$ cat config.mk
export PLATFORM = sky130hd
export DESIGN_NAME = scs_top
export DESIGN_NICKNAME = d
export VERILOG_FILES = /design/src/rtl/scs_pkg.sv /design/src/rtl/scs_div.sv /design/src/rtl/scs_switch.sv /design/src/rtl/scs_top.sv
export SDC_FILE = /design/constraint.sdc
export NUM_CORES = 1
export LEC_CHECK = 0
export ABC_AREA = 1
export BUFFER_PORTS_ARGS = -buffer_cell sky130_fd_sc_hd__buf_2
export CORE_ASPECT_RATIO = 1.4
export CORE_MARGIN = 3
export CORE_UTILIZATION = 54
export DETAILED_ROUTE_END_ITERATION = 12
export GPL_ROUTABILITY_DRIVEN = 0
export PLACE_DENSITY = 0.92
export SLEW_MARGIN = 5
export SYNTH_ARGS = -nofsm -noshare
export SYNTH_HDL_FRONTEND = slang
export SYNTH_SLANG_ARGS = --single-unit
$ cat constraint.sdc
create_clock -name clk_sys_i -period 5.3 [get_ports clk_sys_i]
set_input_delay 1.06 -clock clk_sys_i [delete_from_list [all_inputs] [get_ports clk_sys_i]]
set_output_delay 1.06 -clock clk_sys_i [all_outputs]
set_load 0.02 [all_outputs]
$ cat src/rtl/scs_pkg.sv
package scs_pkg;
  // register indices; byte address is four times the index
  localparam logic [7:0] IDX_CLK_SRC   = 8'h8f;
  localparam logic [7:0] IDX_IOSC_CTL  = 8'ha1;
  localparam logic [7:0] IDX_XOSC_CTL  = 8'hb1;
  localparam logic [7:0] IDX_IRQ_STAT  = 8'hb2;
  localparam logic [7:0] IDX_IRQ_MASK  = 8'hb3;
  // clock source field
  localparam logic [1:0] SRC_INT       = 2'h0;
  localparam logic [1:0] SRC_EXT       = 2'h1;
  localparam logic [1:0] SRC_MUL       = 2'h2;
  localparam logic [1:0] SRC_RSV       = 2'h3;
  // internal oscillator control fields
  localparam int         IOSC_EN_LSB   = 6;
  localparam int         IOSC_SUSP_BIT = 5;
  localparam int         IOSC_RDY_BIT  = 4;
  localparam logic [1:0] IOSC_EN_OFF   = 2'h0;
  localparam logic [1:0] IOSC_EN_ON    = 2'h3;
  localparam logic [1:0] IOSC_EN_RST   = 2'h3;
  localparam logic [2:0] DIV_CODE_RST  = 3'h0;
  localparam logic [1:0] CLK_SRC_RST   = 2'h0;
  // external oscillator control fields
  localparam int         XOSC_EN_BIT   = 0;
  localparam int         XOSC_XTAL_BIT = 1;
  localparam int         XOSC_VLD_BIT  = 7;
  localparam int         XTAL_SETTLE   = 1024;
  // interrupt status bits
  localparam int         EV_WAKE       = 0;
  localparam int         EV_XTAL_VLD   = 1;
  localparam int         EV_SWITCHED   = 2;
  localparam int         EV_N          = 3;

  typedef struct packed {
    logic        cyc;
    logic        stb;
    logic        we;
    logic [11:0] adr;
    logic [3:0]  sel;
    logic [31:0] dat;
  } scs_wb_req_t;

  // divisor for a divider code: 000 gives 128, 111 gives 1
  function automatic logic [7:0] scs_div_f(input logic [2:0] code);
    scs_div_f = 8'h80 >> code;
  endfunction : scs_div_f
endpackage : scs_pkg

$ cat src/rtl/scs_div.sv
`timescale 1ns/1ps
module scs_div
  import scs_pkg::*;
(
  // clock and reset
  input  wire logic       clk_sys_i,
  input  wire logic       rst_i,
  // divider
  input  wire logic       tick_i,
  input  wire logic [2:0] code_i,
  output logic            tick_o
);
  logic [6:0] cnt_q;
  logic [7:0] div;

  assign div = scs_div_f(code_i);

  always_ff @(posedge clk_sys_i) begin
    if (rst_i) begin
      cnt_q  <= 7'h00;
      tick_o <= 1'b0;
    end else begin
      tick_o <= 1'b0;
      if (tick_i) begin
        if ({1'b0, cnt_q} >= div - 8'h01) begin
          cnt_q  <= 7'h00;
          tick_o <= 1'b1;
        end else begin
          cnt_q <= cnt_q + 7'h01;
        end
      end
    end
  end

  property p_div_one;
    @(posedge clk_sys_i) disable iff (rst_i)
      (code_i == 3'h7 && tick_i && cnt_q == 7'h00) |=> tick_o;
  endproperty
  a_div_one: assert property (p_div_one) else $error("divide by one lost a tick");
endmodule : scs_div

$ cat src/rtl/scs_switch.sv
`timescale 1ns/1ps
module scs_switch
  import scs_pkg::*;
(
  // clock and reset
  input  wire logic       clk_sys_i,
  input  wire logic       rst_i,
  // sources, indexed by source code
  input  wire logic [2:0] tick_i,
  input  wire logic [2:0] alive_i,
  input  wire logic [1:0] req_i,
  // selected clock
  output logic [1:0]      cur_o,
  output logic            en_o,
  output logic            switched_o
);
  logic go;

  // change right after a whole period of the old source, or at once if the old source is not alive
  assign go = (req_i != cur_o) && (req_i != SRC_RSV) &&
              (tick_i[cur_o] || !alive_i[cur_o]);

  always_ff @(posedge clk_sys_i) begin
    if (rst_i) begin
      cur_o      <= SRC_INT;
      switched_o <= 1'b0;
    end else begin
      switched_o <= go;
      if (go) begin
        cur_o <= req_i;
      end
    end
  end

  always_ff @(posedge clk_sys_i) begin
    if (rst_i) begin
      en_o <= 1'b0;
    end else begin
      en_o <= (cur_o != SRC_RSV) && tick_i[cur_o];
    end
  end

  property p_no_rsv;
    @(posedge clk_sys_i) disable iff (rst_i) req_i == SRC_RSV |=> $stable(cur_o);
  endproperty
  a_no_rsv: assert property (p_no_rsv) else $error("reserved source taken");

  property p_clean;
    @(posedge clk_sys_i) disable iff (rst_i)
      (cur_o != $past(cur_o)) |-> $past(tick_i[cur_o] || !alive_i[cur_o]);
  endproperty
  a_clean: assert property (p_clean) else $error("switch cut a clock period");
endmodule : scs_switch

$ cat src/rtl/scs_top.sv
// Design decision made here: the Wishbone interface to the registers.
`timescale 1ns/1ps
// Summary of operation
// - source field 00 internal divided, 01 external, 10 multiplier, 11 reserved
// - external oscillator keeps clocking timers whatever source is selected
// - internal oscillator usable as source right after its enable write
// - crystal valid flag goes to 1 once the crystal has settled
// - upper six bits of source select read zero, writes ignored
// - after reset run from internal oscillator divided by 128
// - divider code 000 divides by 128, each step halves, 111 by one
// - writing suspend halts internal oscillator and clocks fed from it
// - port 0..3 match or enabled comparator 0 low wakes from suspend
// - wake resumes clocks whether or not an interrupt is raised
// - enable field 00 off, 11 on but stopped in suspend, others reserved
// - frequency ready flag reads 1 while oscillator runs at set rate
// - internal control bit 3 reads 0 and must be written 0
module scs_top
  import scs_pkg::*;
#(
  parameter int XTAL_TICKS = XTAL_SETTLE
)(
  // clock and reset
  input  wire logic        clk_sys_i,
  input  wire logic        rst_i,
  // register bus
  input  wire scs_wb_req_t wb_i,
  output logic [31:0]      wb_dat_o,
  output logic             wb_ack_o,
  // oscillator sources, one-cycle ticks
  input  wire logic        ext_tick_i,
  input  wire logic        mul_tick_i,
  input  wire logic        mul_alive_i,
  // wake sources
  input  wire logic [3:0]  port_match_i,
  input  wire logic        cmp0_en_i,
  input  wire logic        cmp0_out_i,
  // clock enables and status
  output logic             system_clock_en_o,
  output logic             timer_clk_en_o,
  output logic             core_halt_o,
  output logic             iosc_run_o,
  output logic             irq_o
);
  // ****************************************
  // bus decode
  // ****************************************
  logic              req;
  logic              wr;
  logic              rd;
  logic [7:0]        idx;
  logic [7:0]        wdat;
  logic [1:0]        src_q;
  logic [1:0]        ien_q;
  logic              susp_q;
  logic [2:0]        dcode_q;
  logic              xen_q;
  logic              xmode_q;
  logic              xvld_q;
  logic              xvld_prev_q;
  logic [12:0]       xcnt_q;
  logic [EV_N-1:0]   stat_q;
  logic [EV_N-1:0]   mask_q;
  logic [EV_N-1:0]   ev;
  logic              wake;
  logic              div_tick;
  logic              switched;
  logic [1:0]        cur_src;
  logic [7:0]        rdat;

  assign req  = wb_i.cyc && wb_i.stb && !wb_ack_o;
  assign wr   = req && wb_i.we && wb_i.sel[0];
  assign rd   = req && !wb_i.we;
  assign idx  = wb_i.adr[9:2];
  assign wdat = wb_i.dat[7:0];

  function automatic logic hit(input logic [7:0] a, input logic [7:0] r);
    hit = (a == r);
  endfunction : hit

  always_ff @(posedge clk_sys_i) begin
    if (rst_i) begin
      wb_ack_o <= 1'b0;
    end else begin
      wb_ack_o <= req;
    end
  end

  // ****************************************
  // clock source select
  // ****************************************
  always_ff @(posedge clk_sys_i) begin
    if (rst_i) begin
      src_q <= CLK_SRC_RST;
    end else if (wr && hit(idx, IDX_CLK_SRC)) begin
      src_q <= wdat[1:0];
    end
  end

  // ****************************************
  // internal oscillator control
  // ****************************************
  assign wake = (|port_match_i) || (cmp0_en_i && !cmp0_out_i);

  always_ff @(posedge clk_sys_i) begin
    if (rst_i) begin
      ien_q   <= IOSC_EN_RST;
      dcode_q <= DIV_CODE_RST;
    end else if (wr && hit(idx, IDX_IOSC_CTL)) begin
      ien_q   <= wdat[IOSC_EN_LSB +: 2];
      dcode_q <= wdat[2:0];
    end
  end

  // a suspend write in the same cycle as a wake still suspends
  always_ff @(posedge clk_sys_i) begin
    if (rst_i) begin
      susp_q <= 1'b0;
    end else if (wr && hit(idx, IDX_IOSC_CTL) && wdat[IOSC_SUSP_BIT]) begin
      susp_q <= 1'b1;
    end else if (wake) begin
      susp_q <= 1'b0;
    end
  end

  // the system clock stands in for the oscillator itself, so it is
  // ready the cycle after the enable write
  assign iosc_run_o  = (ien_q == IOSC_EN_ON) && !susp_q;
  assign core_halt_o = susp_q && (cur_src == SRC_INT);

  scs_div u_div (
    .clk_sys_i (clk_sys_i),
    .rst_i     (rst_i),
    .tick_i    (iosc_run_o),
    .code_i    (dcode_q),
    .tick_o    (div_tick)
  );

  // ****************************************
  // external oscillator and crystal valid
  // ****************************************
  always_ff @(posedge clk_sys_i) begin
    if (rst_i) begin
      xen_q   <= 1'b0;
      xmode_q <= 1'b0;
    end else if (wr && hit(idx, IDX_XOSC_CTL)) begin
      xen_q   <= wdat[XOSC_EN_BIT];
      xmode_q <= wdat[XOSC_XTAL_BIT];
    end
  end

  // crystal counts settle ticks; rc and c modes are valid at once
  always_ff @(posedge clk_sys_i) begin
    if (rst_i || !xen_q) begin
      xcnt_q <= 13'h0000;
      xvld_q <= 1'b0;
    end else if (!xmode_q || xcnt_q >= 13'(XTAL_TICKS)) begin
      xvld_q <= 1'b1;
    end else if (ext_tick_i) begin
      xcnt_q <= xcnt_q + 13'h0001;
    end
  end

  always_ff @(posedge clk_sys_i) begin
    if (rst_i) begin
      timer_clk_en_o <= 1'b0;
    end else begin
      timer_clk_en_o <= ext_tick_i && xen_q;
    end
  end

  // ****************************************
  // glitch free source switch
  // ****************************************
  scs_switch u_sw (
    .clk_sys_i  (clk_sys_i),
    .rst_i      (rst_i),
    .tick_i     ({mul_tick_i, ext_tick_i && xen_q, div_tick}),
    .alive_i    ({mul_alive_i, xen_q, iosc_run_o}),
    .req_i      (src_q),
    .cur_o      (cur_src),
    .en_o       (system_clock_en_o),
    .switched_o (switched)
  );

  // ****************************************
  // interrupts
  // ****************************************
  // previous valid level, for the rising edge event
  always_ff @(posedge clk_sys_i) begin
    if (rst_i) begin
      xvld_prev_q <= 1'b0;
    end else begin
      xvld_prev_q <= xvld_q;
    end
  end

  assign ev = {switched, xvld_q && !xvld_prev_q, susp_q && wake};

  always_ff @(posedge clk_sys_i) begin
    if (rst_i) begin
      stat_q <= '0;
    end else if (wr && hit(idx, IDX_IRQ_STAT)) begin
      stat_q <= (stat_q & ~wdat[EV_N-1:0]) | ev;
    end else begin
      stat_q <= stat_q | ev;
    end
  end

  always_ff @(posedge clk_sys_i) begin
    if (rst_i) begin
      mask_q <= '0;
    end else if (wr && hit(idx, IDX_IRQ_MASK)) begin
      mask_q <= wdat[EV_N-1:0];
    end
  end

  assign irq_o = |(stat_q & mask_q);

  // ****************************************
  // read back
  // ****************************************
  always_comb begin
    rdat = 8'h00;
    case (idx)
      IDX_CLK_SRC:  rdat = {6'h00, src_q};
      IDX_IOSC_CTL: rdat = {ien_q, susp_q, iosc_run_o, 1'b0, dcode_q};
      IDX_XOSC_CTL: rdat = {xvld_q, 5'h00, xmode_q, xen_q};
      IDX_IRQ_STAT: rdat = {5'h00, stat_q};
      IDX_IRQ_MASK: rdat = {5'h00, mask_q};
      default:      rdat = 8'h00;
    endcase
  end

  always_ff @(posedge clk_sys_i) begin
    if (rst_i) begin
      wb_dat_o <= 32'h0000_0000;
    end else if (rd) begin
      wb_dat_o <= {24'h000000, rdat};
    end
  end

  // ****************************************
  // checks
  // ****************************************
  property p_rst_src;
    @(posedge clk_sys_i) $fell(rst_i) |-> src_q == SRC_INT && dcode_q == 3'h0 && cur_src == SRC_INT;
  endproperty
  a_rst_src: assert property (p_rst_src) else $error("bad state after reset");

  property p_rsv_zero;
    @(posedge clk_sys_i) disable iff (rst_i)
      rd && hit(idx, IDX_CLK_SRC) |=> wb_ack_o && wb_dat_o[7:2] == 6'h00;
  endproperty
  a_rsv_zero: assert property (p_rsv_zero) else $error("select upper bits not zero");

  property p_bit3;
    @(posedge clk_sys_i) disable iff (rst_i)
      rd && hit(idx, IDX_IOSC_CTL) |=> wb_dat_o[3] == 1'b0 && wb_dat_o[4] == $past(iosc_run_o);
  endproperty
  a_bit3: assert property (p_bit3) else $error("control readback wrong");

  property p_susp;
    @(posedge clk_sys_i) disable iff (rst_i)
      wr && hit(idx, IDX_IOSC_CTL) && wdat[IOSC_SUSP_BIT] |=> !iosc_run_o ##1 !div_tick;
  endproperty
  a_susp: assert property (p_susp) else $error("suspend did not halt");

  property p_halt;
    @(posedge clk_sys_i) disable iff (rst_i)
      core_halt_o && $past(core_halt_o, 2) |-> !system_clock_en_o;
  endproperty
  a_halt: assert property (p_halt) else $error("system clock runs while halted");

  property p_wake;
    @(posedge clk_sys_i) disable iff (rst_i)
      susp_q && wake && !wr ##1 ien_q == IOSC_EN_ON |-> iosc_run_o;
  endproperty
  a_wake: assert property (p_wake) else $error("wake did not resume");

  property p_en_off;
    @(posedge clk_sys_i) disable iff (rst_i) ien_q != IOSC_EN_ON |-> !iosc_run_o;
  endproperty
  a_en_off: assert property (p_en_off) else $error("oscillator runs while off");

  property p_timer;
    @(posedge clk_sys_i) disable iff (rst_i) ext_tick_i && xen_q |=> timer_clk_en_o;
  endproperty
  a_timer: assert property (p_timer) else $error("timer clock lost");

  property p_xvld;
    @(posedge clk_sys_i) disable iff (rst_i)
      xen_q && !xmode_q ##1 xen_q |-> xvld_q;
  endproperty
  a_xvld: assert property (p_xvld) else $error("valid flag not set");

  property p_int_now;
    @(posedge clk_sys_i) disable iff (rst_i)
      wr && hit(idx, IDX_IOSC_CTL) && wdat[7:6] == IOSC_EN_ON && !wdat[IOSC_SUSP_BIT]
      |=> iosc_run_o;
  endproperty
  a_int_now: assert property (p_int_now) else $error("oscillator not ready at once");
endmodule : scs_top

==> metrics.md <==
| Metric | Value |
|---|---|
| Fin crit share | 43.49% |
| Reg2Reg Depth | 15 |
| Adder-cell share of the synthesized area | 4.750% |
| Gr ovfl total | 0 |
| Seq/Total Area, Yosys | 35.92% |
| HP Start | xcnt_q[11] |
| CTS tree | done |
| Largest family of logic cells by synthesized area | simple AND/OR/NAND/NOR gates |
| Largest net degree at the start of global routing | 18 |
| Setup Total Neg Slack | 0 ns |
| PnR Total Power | 0.7650 mW |
| Initial antenna violation count | 0 |
| Initial DRC Count | 117 |
| Vias | 2600 |
| Highest fanout seen on the critical path | 9 |
| Vias in the first global route | 2498 |
| Synthesized flop and latch total | 52 |
| Hold endpoint | xcnt_q[11] |
| Pwr Density | 240.3 nW/um^2 |
| Slew headroom | 56.30% |
| Final #Nets | 517 |
| Die H | 92.68 um |
| Ys Warns | 0 |
| Place WS | 2.961 ns |
| Post-synth ARST share | 0% |
| RSZ-0062 raised after global routing | false |
| Grt peak-use layer | met2 |
| Setup bufs post-CTS | 0 |
| DR pass1 iterations | 4 |
| Routed Antenna Nets | 0 |
| Maximum operating frequency | 0.4339 GHz |
| TritonCTS Sinks | 52 |
| # Max-Cap Violations | 0 |
| Req. time, crit path | 5.55 ns |
| Hold Crit Class | reg2reg |
| Flop2flop setup slack | 3.00 ns |
| Clk_skew | 0.01302 ns |
| Maximum VDD drop | 0.0001963 V |
| Die width | 67.91 um |
| Global-route wire length before repair | 9977 um |
| Final setup violating endpoints | 0 |
| Reg clk slew, reported paths | 0.09 ns |
| Post-synth EDFFs | 0 |
| GR Layer Usage met3 | 4.733% |
| Cts bufs inserted | 5 |
| Worst reg2reg path startpoint | dcode_q[2] |
| Post-synthesis xor/xnor area fraction | 3.022% |
| Final Max Slew Viols | 0 |
| Share of cells above drive strength 1 | 16.67% |
| Leakage Power | 1.459 nW |
| Drc violations | 0 |
| Total GRT Usage | 20.21% |
| Post-CTS resize count | 0 |
| Std cell rows | 30 |
| Status | complete, no violations |
| ANT cells | 0 |
| Mean Syn Cell Area | 7.173 um^2 |
| HPWL after detailed placement | 4781 um |
| CP startpoint kind | flop |
| Starting Density | 57.61% |
| Wirelength, routed | 5963 um |
| Mux share of post-synthesis cell area | 0.3454% |
| Skew-Pair Late Insertion Delay | 0.31 ns |
| Global routing usage on met1 | 19.68% |
| Post-route minimum period | 2.305 ns |
| Setup CP Type | reg2reg |
| Top Ports | 100 |
| Compound-Gate Fraction of Synth Area | 10.41% |
| Post-route insts no fill | 508 |
| Area Growth Syn to Fin | 9.844% |
| DIE AREA | 6294 um^2 |
| PortBufs | 41 |
| Arrival time at the worst endpoint | 2.55 ns |
| Commonest non-fill, non-tap cells in the layout | nand2_1 (81), dfxtp_1 (52), inv_1 (46) |
| CORE AREA | 5030 um^2 |
| Placed cell count | 501 |
| Simple-gate share of the synthesized area | 31.65% |
| Hold_buf cts | 0 |
| Drt wl/cell | 11.74 um |
| Hold depth | 2 |
| Most common cell after layout, fill and taps aside | nand2_1 |
| Crit. End Element | flop |
| Post-Syn Area | 2898 um^2 |
| Root Buffer | clkbuf_8 |
| Yosys cell types | 35 |
| H-Tree Depth | 2 |
| Final hold vios | 0 |
| Top_reg_cell synth | dfxtp_1 |
| Slew of the pin with the lowest slew margin | 0.6531 ns |
| Via/cell ratio | 5.118 |
| Setup ws final | 2.995 ns |
| Clk buf depth | 2 |
| Post-Syn Instances | 404 |
| Met2 Use GR | 38.42% |
| Reg-to-Reg End | u_div.cnt_q[2] |
-- worst max path at each step --
stage	from	end	slack (ns)	cells past startpoint
6_report	dcode_q[2]	u_div.cnt_q[2]	3.00	15
5_1_grt	dcode_q[2]	u_div.cnt_q[2]	2.68	15
4_1_cts	dcode_q[2]	u_div.cnt_q[2]	2.98	15
3_5_place_dp	wb_i[50]	wb_dat_o[5]	2.96	6
3_3_place_gp	ext_tick_i	xcnt_q[3]	3.00	6
2_1_floorplan	dcode_q[2]	u_div.cnt_q[0]	3.25	13
-- layout make-up --
cell class,count,area (um^2)
Multi-Input combinational cell,296,1548
Inverter,48,180.2
Clock buffer,5,68.82
Clock inverter,2,60.06
Sequential cell,52,1041
Timing Repair Buffer,41,205.2
Tap cell,64,80.08
Fill cell,461,1847
-- registers in the layout (all words and copies together), names as in the netlist, 2 cells and up --
signal / cells
src_q: 2
ien_q: 2
u_sw.cur_o: 2
mask_q: 3
dcode_q: 3
u_div.cnt_q: 7
wb_dat_o: 7
stat_q: 3
xcnt_q: 13
-- where the power goes --
| part | internal (mW) | switching, mW | leakage, nW |
|---|---|---|---|
| registers | 0.393 | 0.00335 | 0.420 |
| clock network | 0.186 | 0.125 | 0.0642 |
| logic | 0.0162 | 0.0411 | 0.975 |
| total | 0.595 | 0.170 | 1.46 |
-- cells by family (layout without fill, tap and decap cells) --
family | after synthesis | count (layout)
buf+inv | 80 | 96
other cells | 1 | 25
flops | 52 | 52
xor+xnor | 10 | 10
mux | 1 | 1
simple gates | 192 | 192
fa+ha+maj | 11 | 11
compound gates | 57 | 57
-- metal layers --
metal / share of wire (%) / wire length (um)
met5: 0 / 0
met3: 3.4 / 202
met1: 37 / 2178
met2: 57 / 3399
met4: 3.1 / 183
-- synth_stat cells (2+ instances only) --
library cell	count	share of area, %
a21o_1	2	0.52
a21oi_1	32	5.5
buf_2	4	0.69
buf_4	25	6.5
clkbuf_1	2	0.26
dfxtp_1	52	36
ha_1	11	4.7
inv_1	46	6.0
inv_2	2	0.26
nand2_1	81	10
nand2_2	6	1.3
nand3_1	34	5.9
nand4_1	5	1.1
nor2_1	43	5.6
nor2_2	8	1.7
nor2_4	5	1.9
nor3_1	2	0.35
o211ai_1	3	0.78
o21ai_0	16	2.8
o21ai_1	2	0.35
xnor2_1	4	1.2
xor2_1	6	1.8
-- stage by stage --
| step | area [um^2] | utilization, % | hold slack (ns) |
|---|---|---|---|
| global route | 3183 | 63.28 | 0.4805 |
| CTS | 3183 | 63.28 | 0.4543 |
| finish | 3183 | 63.28 | 0.4488 |
| global placement | 3054 | 60.72 | 0.4268 |
| detailed placement | 3054 | 60.72 | 0.4405 |
| floorplan | 2988 | - | 0.4130 |
-- worst max-delay path: stages (launching register included) --
cell and delay (ns):
dfxtp_1 0.51, nand3_1 0.17, ha_1 0.22, inv_1 0.12, xor2_1 0.16, inv_1 0.06, ha_1 0.27, nand2_1 0.07
inv_1 0.04, nand2_1 0.06, nand2_1 0.05, nand2_1 0.05, nand2_1 0.05, nand2_1 0.11, nand2_1 0.17, nor2_1 0.15
Power figures use the tool's default switching activity.
